--- src/rtl/refresh_pkg.sv ---
// Constants and carrier types of the DDR refresh scheduler.
package refresh_pkg;

   // ****************************************************************
   // Sizes and timing.
   // ****************************************************************
   localparam int TIMER_W      = 12;
   localparam int BANKS        = 8;
   localparam int BANK_W       = 3;
   localparam int CLK_MHZ      = 50;
   localparam int RFC_PB_NS    = 90;
   localparam int RFC_AB_NS    = 130;
   localparam int RFC_PB_CYC   = (RFC_PB_NS * CLK_MHZ + 999) / 1000;
   localparam int RFC_AB_CYC   = (RFC_AB_NS * CLK_MHZ + 999) / 1000;
   localparam int CNT_W        = 8;
   localparam logic [TIMER_W-1:0] TIMER_RST = 12'h000;

   // ****************************************************************
   // Command encoding towards the command sequencer.
   // ****************************************************************
   typedef enum logic [1:0] {
      CMD_NONE,
      CMD_PRECHARGE_ALL,
      CMD_REFRESH_ALL,
      CMD_REFRESH_BANK
   } refCmd_t;

   typedef struct packed {
      logic            valid;
      refCmd_t         cmd;
      logic [BANK_W-1:0] bank;
   } refIssue_t;

   typedef struct packed {
      logic [TIMER_W-1:0] count;
      logic               perBankSel;
   } timerCfg_t;

endpackage : refresh_pkg

--- src/rtl/ddr_refresh_scheduler.sv ---
// Refresh scheduler of the DDR SDRAM controller.
`timescale 1ns/1ns
`default_nettype none
module ddr_refresh_scheduler #(
   parameter int TIMER_W = refresh_pkg::TIMER_W,
   parameter int BANKS   = refresh_pkg::BANKS
) (
   input  wire logic                   mclk,         // Controller clock.
   input  wire logic                   rst_b,        // Asynchronous reset.
   input  wire refresh_pkg::timerCfg_t cfg,          // Timer count and select.
   input  wire logic                   burstActive,  // Burst in progress.
   input  wire logic [BANKS-1:0]       bankOpen,     // Banks currently active.
   input  wire logic                   cmdReady,     // Sequencer took command.
   input  wire logic                   resetCmd,     // RESET command issued.
   input  wire logic                   selfRefExit,  // Self-refresh exited.
   output var  refresh_pkg::refIssue_t issue,        // Command to sequencer.
   output var  logic                   cpuBusy,      // Busy to system bus slave.
   output var  logic [BANKS-1:0]       bankBlocked,  // Banks not accessible.
   output var  logic [BANKS-1:0]       bankIdle      // Banks forced idle.
);

   // ****************************************************************
   // State.
   // ****************************************************************
   typedef enum logic [2:0] {
      ST_IDLE,
      ST_WAIT_BURST,
      ST_PRECHARGE,
      ST_REFRESH,
      ST_BUSY
   } phase_t;

   typedef struct packed {
      phase_t                              phase;
      logic                                perBank;
      logic [refresh_pkg::BANK_W-1:0]      bank;
      logic [refresh_pkg::CNT_W-1:0]       wait_;
      refresh_pkg::refIssue_t              issue;
      logic                                busy;
      logic [BANKS-1:0]                    blocked;
      logic [BANKS-1:0]                    idle;
   } state_t;

   state_t s_q;
   state_t s_d;

   logic                           pending;
   logic                           taken;
   logic                           advance;
   logic [refresh_pkg::BANK_W-1:0] nextBank;

   initial begin
      if (BANKS != refresh_pkg::BANKS) $error("eight banks required");
      if (refresh_pkg::RFC_AB_CYC >= 2 ** refresh_pkg::CNT_W)
         $error("refresh cycle count too wide");
   end

   refresh_timer #(.TIMER_W(TIMER_W)) uTimer (
      .mclk    (mclk),
      .rst_b   (rst_b),
      .count   (cfg.count),
      .taken   (taken),
      .pending (pending)
   );

   bank_tracker #(.BANK_W(refresh_pkg::BANK_W)) uBanks (
      .mclk    (mclk),
      .rst_b   (rst_b),
      .clear   (resetCmd | selfRefExit),
      .advance (advance),
      .bank    (nextBank)
   );

   // ****************************************************************
   // Sequencing.
   // ****************************************************************
   always_comb begin
      s_d     = s_q;
      taken   = 1'b0;
      advance = 1'b0;
      s_d.idle = '0;
      if (s_q.issue.valid && cmdReady) begin
         s_d.issue.valid = 1'b0;
      end
      unique case (s_q.phase)
         ST_IDLE: begin
            if (pending) begin
               taken       = 1'b1;
               s_d.perBank = cfg.perBankSel;
               s_d.phase   = ST_WAIT_BURST;
            end
         end
         ST_WAIT_BURST: begin
            if (!burstActive) begin
               s_d.busy = 1'b1;
               if (s_q.perBank) begin
                  s_d.bank        = nextBank;
                  s_d.issue.cmd   = refresh_pkg::CMD_REFRESH_BANK;
                  s_d.issue.bank  = nextBank;
                  s_d.issue.valid = 1'b1;
                  s_d.blocked     = '0;
                  s_d.blocked[nextBank] = 1'b1;
                  s_d.phase       = ST_REFRESH;
               end else if (|bankOpen) begin
                  s_d.issue.cmd   = refresh_pkg::CMD_PRECHARGE_ALL;
                  s_d.issue.bank  = '0;
                  s_d.issue.valid = 1'b1;
                  s_d.blocked     = '1;
                  s_d.phase       = ST_PRECHARGE;
               end else begin
                  s_d.issue.cmd   = refresh_pkg::CMD_REFRESH_ALL;
                  s_d.issue.bank  = '0;
                  s_d.issue.valid = 1'b1;
                  s_d.blocked     = '1;
                  s_d.phase       = ST_REFRESH;
               end
            end
         end
         ST_PRECHARGE: begin
            if (s_q.issue.valid && cmdReady) begin
               s_d.issue.cmd   = refresh_pkg::CMD_REFRESH_ALL;
               s_d.issue.valid = 1'b1;
               s_d.phase       = ST_REFRESH;
            end
         end
         ST_REFRESH: begin
            if (s_q.issue.valid && cmdReady) begin
               advance   = s_q.perBank;
               s_d.wait_ = s_q.perBank
                  ? refresh_pkg::CNT_W'(refresh_pkg::RFC_PB_CYC - 1)
                  : refresh_pkg::CNT_W'(refresh_pkg::RFC_AB_CYC - 1);
               s_d.phase = ST_BUSY;
            end
         end
         ST_BUSY: begin
            if (s_q.wait_ == '0) begin
               s_d.busy    = 1'b0;
               s_d.blocked = '0;
               // Every refreshed bank comes back closed.
               if (s_q.perBank) begin
                  s_d.idle[s_q.bank] = 1'b1;
               end else begin
                  s_d.idle = '1;
               end
               s_d.phase = ST_IDLE;
            end else begin
               s_d.wait_ = s_q.wait_ - refresh_pkg::CNT_W'(1);
            end
         end
         default: begin
            s_d.phase = ST_IDLE;
         end
      endcase
   end

   always_ff @(posedge mclk or negedge rst_b) begin
      if (!rst_b) begin
         s_q <= '0;
      end else begin
         s_q <= s_d;
      end
   end

   // Internal requesters never look at cpuBusy, so they are not stalled.
   assign issue       = s_q.issue;
   assign cpuBusy     = s_q.busy;
   assign bankBlocked = s_q.blocked;
   assign bankIdle    = s_q.idle;

endmodule : ddr_refresh_scheduler
`default_nettype wire

--- src/rtl/refresh_timer.sv ---
// Periodic refresh request timer.
`timescale 1ns/1ns
`default_nettype none
module refresh_timer #(
   parameter int TIMER_W = refresh_pkg::TIMER_W
) (
   input  wire logic               mclk,     // Controller clock.
   input  wire logic               rst_b,    // Asynchronous reset.
   input  wire logic [TIMER_W-1:0] count,    // Cycles between refreshes.
   input  wire logic               taken,    // Pending request consumed.
   output var  logic               pending   // Refresh is owed.
);

   typedef struct packed {
      logic [TIMER_W-1:0] cnt;
      logic               pend;
   } state_t;

   state_t s_q;
   state_t s_d;

   initial begin
      if (TIMER_W < 2) $error("refresh_timer: TIMER_W too small");
   end

   always_comb begin
      s_d = s_q;
      if (taken) begin
         s_d.pend = 1'b0;
      end
      if (count == '0) begin
         s_d.cnt = '0;
      end else if (s_q.cnt >= count - TIMER_W'(1)) begin
         s_d.cnt  = '0;
         s_d.pend = 1'b1;
      end else begin
         s_d.cnt = s_q.cnt + TIMER_W'(1);
      end
   end

   always_ff @(posedge mclk or negedge rst_b) begin
      if (!rst_b) begin
         s_q <= '0;
      end else begin
         s_q <= s_d;
      end
   end

   assign pending = s_q.pend;

endmodule : refresh_timer
`default_nettype wire

--- src/rtl/bank_tracker.sv ---
// Mirror of the memory's per-bank refresh counter.
`timescale 1ns/1ns
`default_nettype none
module bank_tracker #(
   parameter int BANK_W = refresh_pkg::BANK_W
) (
   input  wire logic              mclk,     // Controller clock.
   input  wire logic              rst_b,    // Asynchronous reset.
   input  wire logic              clear,    // RESET command or self-refresh exit.
   input  wire logic              advance,  // Per-bank refresh issued.
   output var  logic [BANK_W-1:0] bank      // Next bank to refresh.
);

   typedef struct packed {
      logic [BANK_W-1:0] bank;
   } state_t;

   state_t s_q;
   state_t s_d;

   initial begin
      if (BANK_W != 3) $error("bank_tracker: eight banks expected");
   end

   always_comb begin
      s_d = s_q;
      if (clear) begin
         s_d.bank = '0;
      end else if (advance) begin
         s_d.bank = s_q.bank + BANK_W'(1);
      end
   end

   always_ff @(posedge mclk or negedge rst_b) begin
      if (!rst_b) begin
         s_q <= '0;
      end else begin
         s_q <= s_d;
      end
   end

   assign bank = s_q.bank;

endmodule : bank_tracker
`default_nettype wire

--- config.mk ---
export PLATFORM = sky130hd
export DESIGN_NAME = ddr_refresh_scheduler
export DESIGN_NICKNAME = d
export VERILOG_FILES = /design/src/rtl/refresh_pkg.sv /design/src/rtl/ddr_refresh_scheduler.sv /design/src/rtl/refresh_timer.sv /design/src/rtl/bank_tracker.sv
export SDC_FILE = /design/constraint.sdc
export NUM_CORES = 1
export LEC_CHECK = 0
export ABC_AREA = 1
export BUFFER_PORTS_ARGS = -buffer_cell sky130_fd_sc_hd__buf_2
export CAP_MARGIN = 20
export CELL_PAD_IN_SITES_DETAIL_PLACEMENT = 1
export CELL_PAD_IN_SITES_GLOBAL_PLACEMENT = 1
export CORE_MARGIN = 2
export CORE_UTILIZATION = 42
export CTS_CLUSTER_SIZE = 24
export DETAILED_ROUTE_END_ITERATION = 10
export PLACE_DENSITY_LB_ADDON = 0.12
export SKIP_LAST_GASP = 1
export SYNTH_ARGS = -nofsm -noshare
export SYNTH_HDL_FRONTEND = slang
export SYNTH_SLANG_ARGS = --single-unit
--- constraint.sdc ---
create_clock -name mclk -period 2.2 [get_ports mclk]
set_clock_uncertainty 0.05 [all_clocks]
set_input_delay 0.11 -clock mclk [delete_from_list [all_inputs] [get_ports mclk]]
set_output_delay 0.11 -clock mclk [all_outputs]
set_load 0.01 [all_outputs]
==> results of run 1 <==
## kinds of logic (layout without fill, tap and decap cells)
kind of cell | count (synthesis) | count (layout) | share of synthesized area [%]
AND/OR/NAND/NOR | 206 | 206 | 26.9
buffers and inverters | 79 | 120 | 12.2
flip-flops | 54 | 54 | 40.7
AO/OA/AOI/OAI | 45 | 45 | 7.58
XOR/XNOR | 22 | 22 | 5.81
adder cells (fa/ha/maj) | 18 | 18 | 6.79
## layout by cell type, fill, tap and decap left out
| cell type | n |
|---|---|
| buf_12 | 1 |
| nor2_4 | 3 |
| buf_2 | 49 |
| o21ai_0 | 21 |
| nand2_1 | 97 |
| clkbuf_8 | 5 |
| a21oi_1 | 13 |
| buf_4 | 8 |
| xnor2_1 | 5 |
| inv_2 | 2 |
| clkinv_4 | 1 |
| nand3_1 | 43 |
| o21ai_1 | 2 |
| inv_1 | 49 |
| inv_6 | 1 |
| inv_8 | 1 |
| ha_1 | 18 |
| nand2_2 | 4 |
| nor3_1 | 6 |
| dlygate4sd3_1 | 2 |
| dfrtp_1 | 54 |
| o21ai_2 | 6 |
| nor2_2 | 1 |
| nand4_1 | 3 |
| nand3_4 | 1 |
| a31oi_1 | 3 |
| nor2_1 | 48 |
| inv_4 | 1 |
| xor2_1 | 17 |
## power by group through the flow
stage          Clock (W)  Sequential (W)  Combinational, W
2_1_floorplan          0         0.00147           0.00122
3_3_place_gp           0         0.00155           0.00139
3_5_place_dp           0         0.00157           0.00145
4_1_cts         0.000626         0.00154           0.00147
5_1_grt         0.000656         0.00159           0.00167
6_report        0.000599         0.00154           0.00143
## layer usage
metal	vias up	wire length, µm	global-route usage (%)
met1	1308	3460	24.0
met2	36	3550	31.7
met4	0	79	3.68
li1	1403	-	-
met3	8	168	2.52
met5	-	0	0
## worst max path at each step
stage / startpoint / depth (start not counted) / end
finish: cfg[1] / 16 / uTimer.s_q[12]
global route: cfg[1] / 16 / uTimer.s_q[12]
CTS: cfg[1] / 16 / uTimer.s_q[12]
detailed placement: cfg[1] / 16 / uTimer.s_q[12]
global placement: cfg[1] / 16 / uTimer.s_q[5]
floorplan: cfg[1] / 15 / uTimer.s_q[10]
## critical path, stage by stage
cell	delay, ns
buf_2	0.10
inv_1	0.07
ha_1	0.17
nand3_1	0.16
nor3_1	0.26
xor2_1	0.17
inv_1	0.06
ha_1	0.26
nand2_1	0.06
nor2_1	0.15
nand2_1	0.09
nor2_1	0.10
nand2_1	0.08
nand3_1	0.13
buf_12	0.14
nor2_1	0.05
## stage by stage
| step | worst slack, ns | std cells | setup TNS [ns] |
|---|---|---|---|
| after floorplan | 0.123 | 424 | 0 |
| after global placement | 0.00306 | 557 | 0 |
| after detailed placement | -0.145 | 557 | -1.63 |
| after CTS | 0.184 | 567 | 0 |
| after global routing | 0.00300 | 567 | 0 |
| final | 0.204 | 567 | 0 |
## final cells by class
type	count	area, µm²
timing repair buffer	60	345
clock inverter	3	28.8
inverter	52	198
sequential	54	1350
multi-input combinational	291	1560
tap	102	128
clock buffer	5	68.8
fill	976	4010
## timing repair
| item | in CTS | in global routing |
|---|---|---|
| endpoints found under the hold margin | 55 | 0 |
| hold buffers | 2 | 0 |
| setup endpoints to repair | 0 | 0 |
| gates resized for setup | 0 | 0 |
| buffers inserted | 0 | 0 |
## state kept, by name (all words and copies together), names as in the netlist
| signal | cells |
|---|---|
| uTimer.s_q | 12 |
| s_q | 15 |
| bankBlocked | 8 |
| issue | 6 |
| cpuBusy | 1 |
| bankIdle | 8 |
| uTimer.pending | 1 |
| uBanks.bank | 3 |
==> results.md, run 1 <==
- Critical path class: in -> reg
- Power per cell area: 970 nW/µm²
- Main area contributors after synthesis: dfrtp_1, nand2_1, ha_1, nand3_1, inv_1
- Max-Slew Margin vs Limit: 54.0%
- P_leak: 1.94 nW
- Crit end category: flop
- Initial DRC count: 48
- Fraction of the yosys area taken by sequential cells: 40.7%
- Die width: 92.9 µm
- Total CTS buffers: 5
- Critical Path Start Type: input port
- Worst r2r dst: s_q[25]
- F_max: approximately 500 MHz
- Syn. warnings: 0
- Peak supply drop: 0.000472 V
- Final WL: about 7300 µm
- Final Instance Area: roughly 3700 µm²
- CTS root buf: clkbuf_8
- Number of max-cap violations: 0
- Antenna Cells: 0
- RSZ-0062 raised after global routing: false
- Status: complete, no violations
- Final hold violations: 0
- I/O pin count: 50
- R2r startpoint: s_q[23]
- Int Pwr: 0.00206 W
- Final core utilization: 47.9%
- Cells after synthesis: 424
- Number of global-route vias before repair: 2768
- Area Overhead vs Synth: 10.9%
- Share of layout cells above drive strength 1: 18.1%
- CTS tree: done
- Worst hold endpoint: bankBlocked[7]
- Number of detailed-route iterations in the first pass: 4
- First-pass GRT wire length: 12700 µm
- Initial Utilization: 43.1%
- Min-Delay Startpoint: burstActive
- Clk slew on worst S/H paths: 0.11 ns
- Commonest cells in the netlist: nand2_1, dfrtp_1, inv_1, nor2_1, nand3_1
- Logic pwr share: 40.1%
- Worst hold margin: 0.0572 ns
- Dpl cell area: roughly 3600 µm²
- Max FO, Critical Path: 12
- Yosys top cell by area: dfrtp_1
- Net Sw Frac: a little over two fifths
- Via count: between 2000 and 3000
- Worst-Margin Slew: slightly below 0.7 ns
- Mapped Area: ~3300 µm²
- Critical Path AT: between 2 and 2.5 ns
- Top-count cell post-synth: nand2_1
- Clock power share: 16.8%
- R2R Setup Slk: 0.47 ns
- DRC violations left: 0
- DIE HEIGHT: 92.9 µm
- Main synth FF type: dfrtp_1
- Final setup fails: 0
- Largest net degree at the start of global routing: 55
- Hold-critical path depth: 4
- Initial antenna violation count: 0
- Row count: 32
- Core region area: 7690 µm²
- Via/cell ratio: 4.86
- Htree depth: 2
- Period utilization: 90.7%
- Clock Latency Late Sink: 0.31 ns
- GP Congestion: 0.746
- Post-synth EDFFs: 0
- PnR Total Power: 0.00357 W
- Switching Power: 0.00150 W
- Max-slew violation count: 0
- Final nets: about 510
- Overflow after GRT: 0
- Post-synth top area share: 40.7%
- Clock Path Buffers: 2
- Number of distinct library cells after synthesis: 25
- Clock sinks: 54
- Buffers on Ports: 49
- Area of the die: roughly 8600 µm²
- Synth Area per Inst: 7.82 µm²
- Routed len/inst: between 10 and 15 µm
- Worst EP required: 2.36 ns
- Asr flop ratio synth: 100%
- Min Tclk post-route: 2.00 ns
- Reg power frac: 43.1%
- Reg2Reg Depth: 9
- Synthesized flop and latch total: 54
- Worst Hold Class: in -> reg
- Mapped Nets: 469
- GRT Total Usage: 18.1%
- Post-DP HPWL: 5660 µm
- Antenna viol nets, final: 0
No activity file was read; power rests on OpenSTA's default activity.
==> run 2, diff against run 1 <==
--- a/config.mk
+++ b/config.mk
@@ -11,11 +11,12 @@
 export CELL_PAD_IN_SITES_DETAIL_PLACEMENT = 1
 export CELL_PAD_IN_SITES_GLOBAL_PLACEMENT = 1
 export CORE_MARGIN = 2
-export CORE_UTILIZATION = 42
+export CORE_UTILIZATION = 43
 export CTS_CLUSTER_SIZE = 24
 export DETAILED_ROUTE_END_ITERATION = 10
 export PLACE_DENSITY_LB_ADDON = 0.12
 export SKIP_LAST_GASP = 1
 export SYNTH_ARGS = -nofsm -noshare
 export SYNTH_HDL_FRONTEND = slang
+export SYNTH_HIERARCHICAL = 1
 export SYNTH_SLANG_ARGS = --single-unit
==> run 2 against run 1 <==
  * Final area grew 2.8%
  * Setup slack gained 0.12 ns
  * Fmax grew 6.7%
  * Non-clock buffer count shrank 1
  * Combinational power is essentially flat
  * Global-route usage grew 0.52 points
  * Core utilization grew 1.1 points
  * Synthesized cell count is the same
  * Area after synthesis grew 3.1%
  * Sequential power shrank 3%
  * Highest routed layer unchanged
==> results.md, run 2 <==
- Crit end category: flop
- CP max stage delay: 0.26 ns
- Main synth FF type: dfrtp_1
- Number of distinct library cells after synthesis: 35
- Biggest register: s_q
- DIE HEIGHT: 93.2 µm
- Register area: 1350 µm²
- Final setup fails: 0
- Largest regs: s_q: 15 flops, uTimer/s_q: 12 flops
- Synthesized flop and latch total: 54
- Synth Area per Inst: just over 8 µm²
- Number of detailed-route iterations in the first pass: 4
- P_leak: 1.98 nW
- Crit path cell chain: buf_2 -> inv_1 -> ha_1 -> nand2_1 -> nor3_1 -> xor2_1 -> inv_1 -> ha_1 -> nand2_1 -> nor2_1 -> nand2_1 -> nor2_1 -> nor2_1 -> nand3_4 -> nor2_1
- Total CTS buffers: 5
- Worst Hold Class: in -> reg
- Max FO, Critical Path: 12
- Post-synth EDFFs: 0
- Commonest non-fill, non-tap cell in the layout: nand2_1
- F_max: 534 MHz
- Die width: 93.2 µm
- Worst EP required: ~2.4 ns
- Worst-Margin Slew: 0.532 ns
- Max-slew violation count: 0
- Core region area: 7730 µm²
- Initial DRC count: 100
- Most frequent cells in the layout: nand2_1, dfrtp_1, buf_2
- First-pass GRT wire length: ~13000 µm
- RSZ-0062 raised after global routing: false
- Cells after DPL: 556
- Clock Path Buffers: 2
- CTS root buf: clkbuf_8
- Power per cell area: 936 nW/µm²
- Final nets: just over 500
- Mapped Area: 3420 µm²
- R2R Setup Slk: ~0.52 ns
- Dpl cell area: 3650 µm²
- Commonest cells in the netlist: nand2_1, dfrtp_1, nand3_1, nor2_1, inv_1
- FILL cells: 992
- Asr flop ratio synth: 100%
- Mapped Nets: 469
- Area of the die: 8680 µm²
- Critical path's most frequent cell: nor2_1
- Antenna viol nets, final: 0
- Number of global-route vias before repair: 2842
- Critical Path Start Type: input port
- Final Instance Area: 3780 µm²
- Yosys top cell by area: dfrtp_1
- Area Overhead vs Synth: 10.7%
- Overflow after GRT: 0
- Fraction of the yosys area taken by sequential cells: 39.5%
- Antenna Cells: 0
- Initial antenna violation count: 0
- Largest net degree at the start of global routing: 33
- Syn. warnings: 6
- Via/cell ratio: around 5
- GP Congestion: 0.856
- Clock Latency Late Sink: between 0.3 and 0.4 ns
- Min Tclk post-route: roughly 1.9 ns
- Initial Utilization: ~44%
- Max-Slew Margin vs Limit: 64.5%
- Clock sinks: 54
- Buffers on Ports: 49
- I/O pin count: 50
- Post-synth top area share: approximately two fifths
- CTS tree: done
- GRT Total Usage: 18.6%
- Number of max-cap violations: 0
- Multi-input logic area: 1690 µm²
- Main area contributors after synthesis: dfrtp_1, nand2_1, nand3_1, ha_1, nor2_1
- Critical Path AT: 2.06 ns
- Top-count cell post-synth: nand2_1
- Via count: 2818
- Status: complete, no violations
- Share of layout cells above drive strength 1: a little over a fifth
- Final hold violations: 0
- Routed len/inst: 13.0 µm
- Post-CTS Repair Setup Buffers: 0
- Crit path max-delay cell type: ha_1
- Cells after synthesis: 424
- Period utilization: about 85%
- Flip-flop count of the largest register after layout: 15
- Htree depth: 2
- Clk slew on worst S/H paths: 0.11 ns
- DRC violations left: 0
- Critical path class: in -> reg
- Peak supply drop: 0.000446 V
- Post-DP HPWL: 5780 µm
- Non-filler cells, final: approximately 570
- Final WL: 7360 µm
- Row count: 32
==> run 2: changes by cell type after synthesis, sizes merged, moves of 2 or more <==
| cell | previous run | this run |
|---|---|---|
| o21ai | 29 | 21 |
| xor2 | 17 | 15 |
| nand3 | 44 | 48 |
| nor2 | 52 | 58 |
| inv | 52 | 46 |
| o21bai | 0 | 2 |
| a31oi | 3 | 1 |
| or2 | 0 | 2 |
==> run 2: area by class of cell <==
class / count / area share [%]
Timing Repair Buffer: 59 / 8.99
Clock buffer: 5 / 1.82
Sequential cell: 54 / 35.7
Inverter: 46 / 4.63
Clock inverter: 3 / 0.761
Tap cell: 102 / 3.37
Multi-Input combinational cell: 298 / 44.7
==> run 2: worst max-delay path, delay by kind of cell <==
| kind | cells | cell delay, ns |
|---|---|---|
| XOR/XNOR | 1 | 0.16 |
| adder cells (fa/ha/maj) | 2 | 0.43 |
| buffers and inverters | 3 | 0.26 |
| AND/OR/NAND/NOR | 9 | 1.08 |
==> run 2: final timing paths <==
check / start / endpoint / cells past startpoint
worst min-delay path: burstActive / bankBlocked[3] / 4
worst max-delay path: cfg[2] / uTimer/s_q[4] / 15
max in group asynchronous: rst_b / uTimer/s_q[5] / 3
min in group asynchronous: rst_b / bankBlocked[6] / 2
worst min register to register: uTimer/s_q[1] / uTimer/s_q[1] / 1
worst max register to register: uTimer/s_q[8] / uTimer/s_q[4] / 8
==> run 2: timing repair <==
| item | 4_1_cts | 5_1_grt |
|---|---|---|
| hold buffers | 3 | 0 |
| resized for setup | 0 | 1 |
| endpoints found under the setup margin | 0 | 3 |
| endpoints found under the hold margin | 24 | 0 |
==> run 2: per-stage QoR <==
step | hold slack, ns | power [W] | TNS (ns) | worst slack (ns) | utilization (%)
3_3_place_gp | 0.0649 | 0.00291 | 0 | 0.0114 | 47.2
4_1_cts | 0.0941 | 0.00361 | 0 | 0.270 | 48.9
5_1_grt | 0.110 | 0.00387 | 0 | 0.0454 | 49.0
3_5_place_dp | 0.0729 | 0.00299 | -0.662 | -0.0683 | 47.2
2_1_floorplan | -0.236 | 0.00267 | 0 | 0.220 | -
6_report | 0.112 | 0.00354 | 0 | 0.329 | 49.0
==> run 2: per-layer routing <==
metal	track usage [%]	wire length, µm	part of all wire, %	vias to the layer above
met4	4.04	38	0.52	0
met5	0	0	0	-
met3	2.74	165	2.2	2
li1	-	-	-	1410
met2	33.3	3620	49	33
met1	23.9	3530	48	1373
==> run 2: logic make-up (layout without fill, tap and decap cells) <==
kind of cell               count (synthesis)  in the layout  synth area share [%]
AOI/OAI and AO/OA                         39             39                  7.25
xor gates and xnor gates                  21             21                  5.38
adders and majority gates                 18             18                  6.59
buffers and inverters                     72            113                  11.2
DFF                                       54             54                  39.5
and+or+nand+nor                          220            220                  30.1
==> run 2: report_power, final <==
part	leakage (nW)	total (W)	internal (W)	switching, W
clock network	0.0502	0.000591	0.000237	0.000355
logic	1.22	0.00145	0.000567	0.000885
registers	0.713	0.00150	0.00125	0.000247
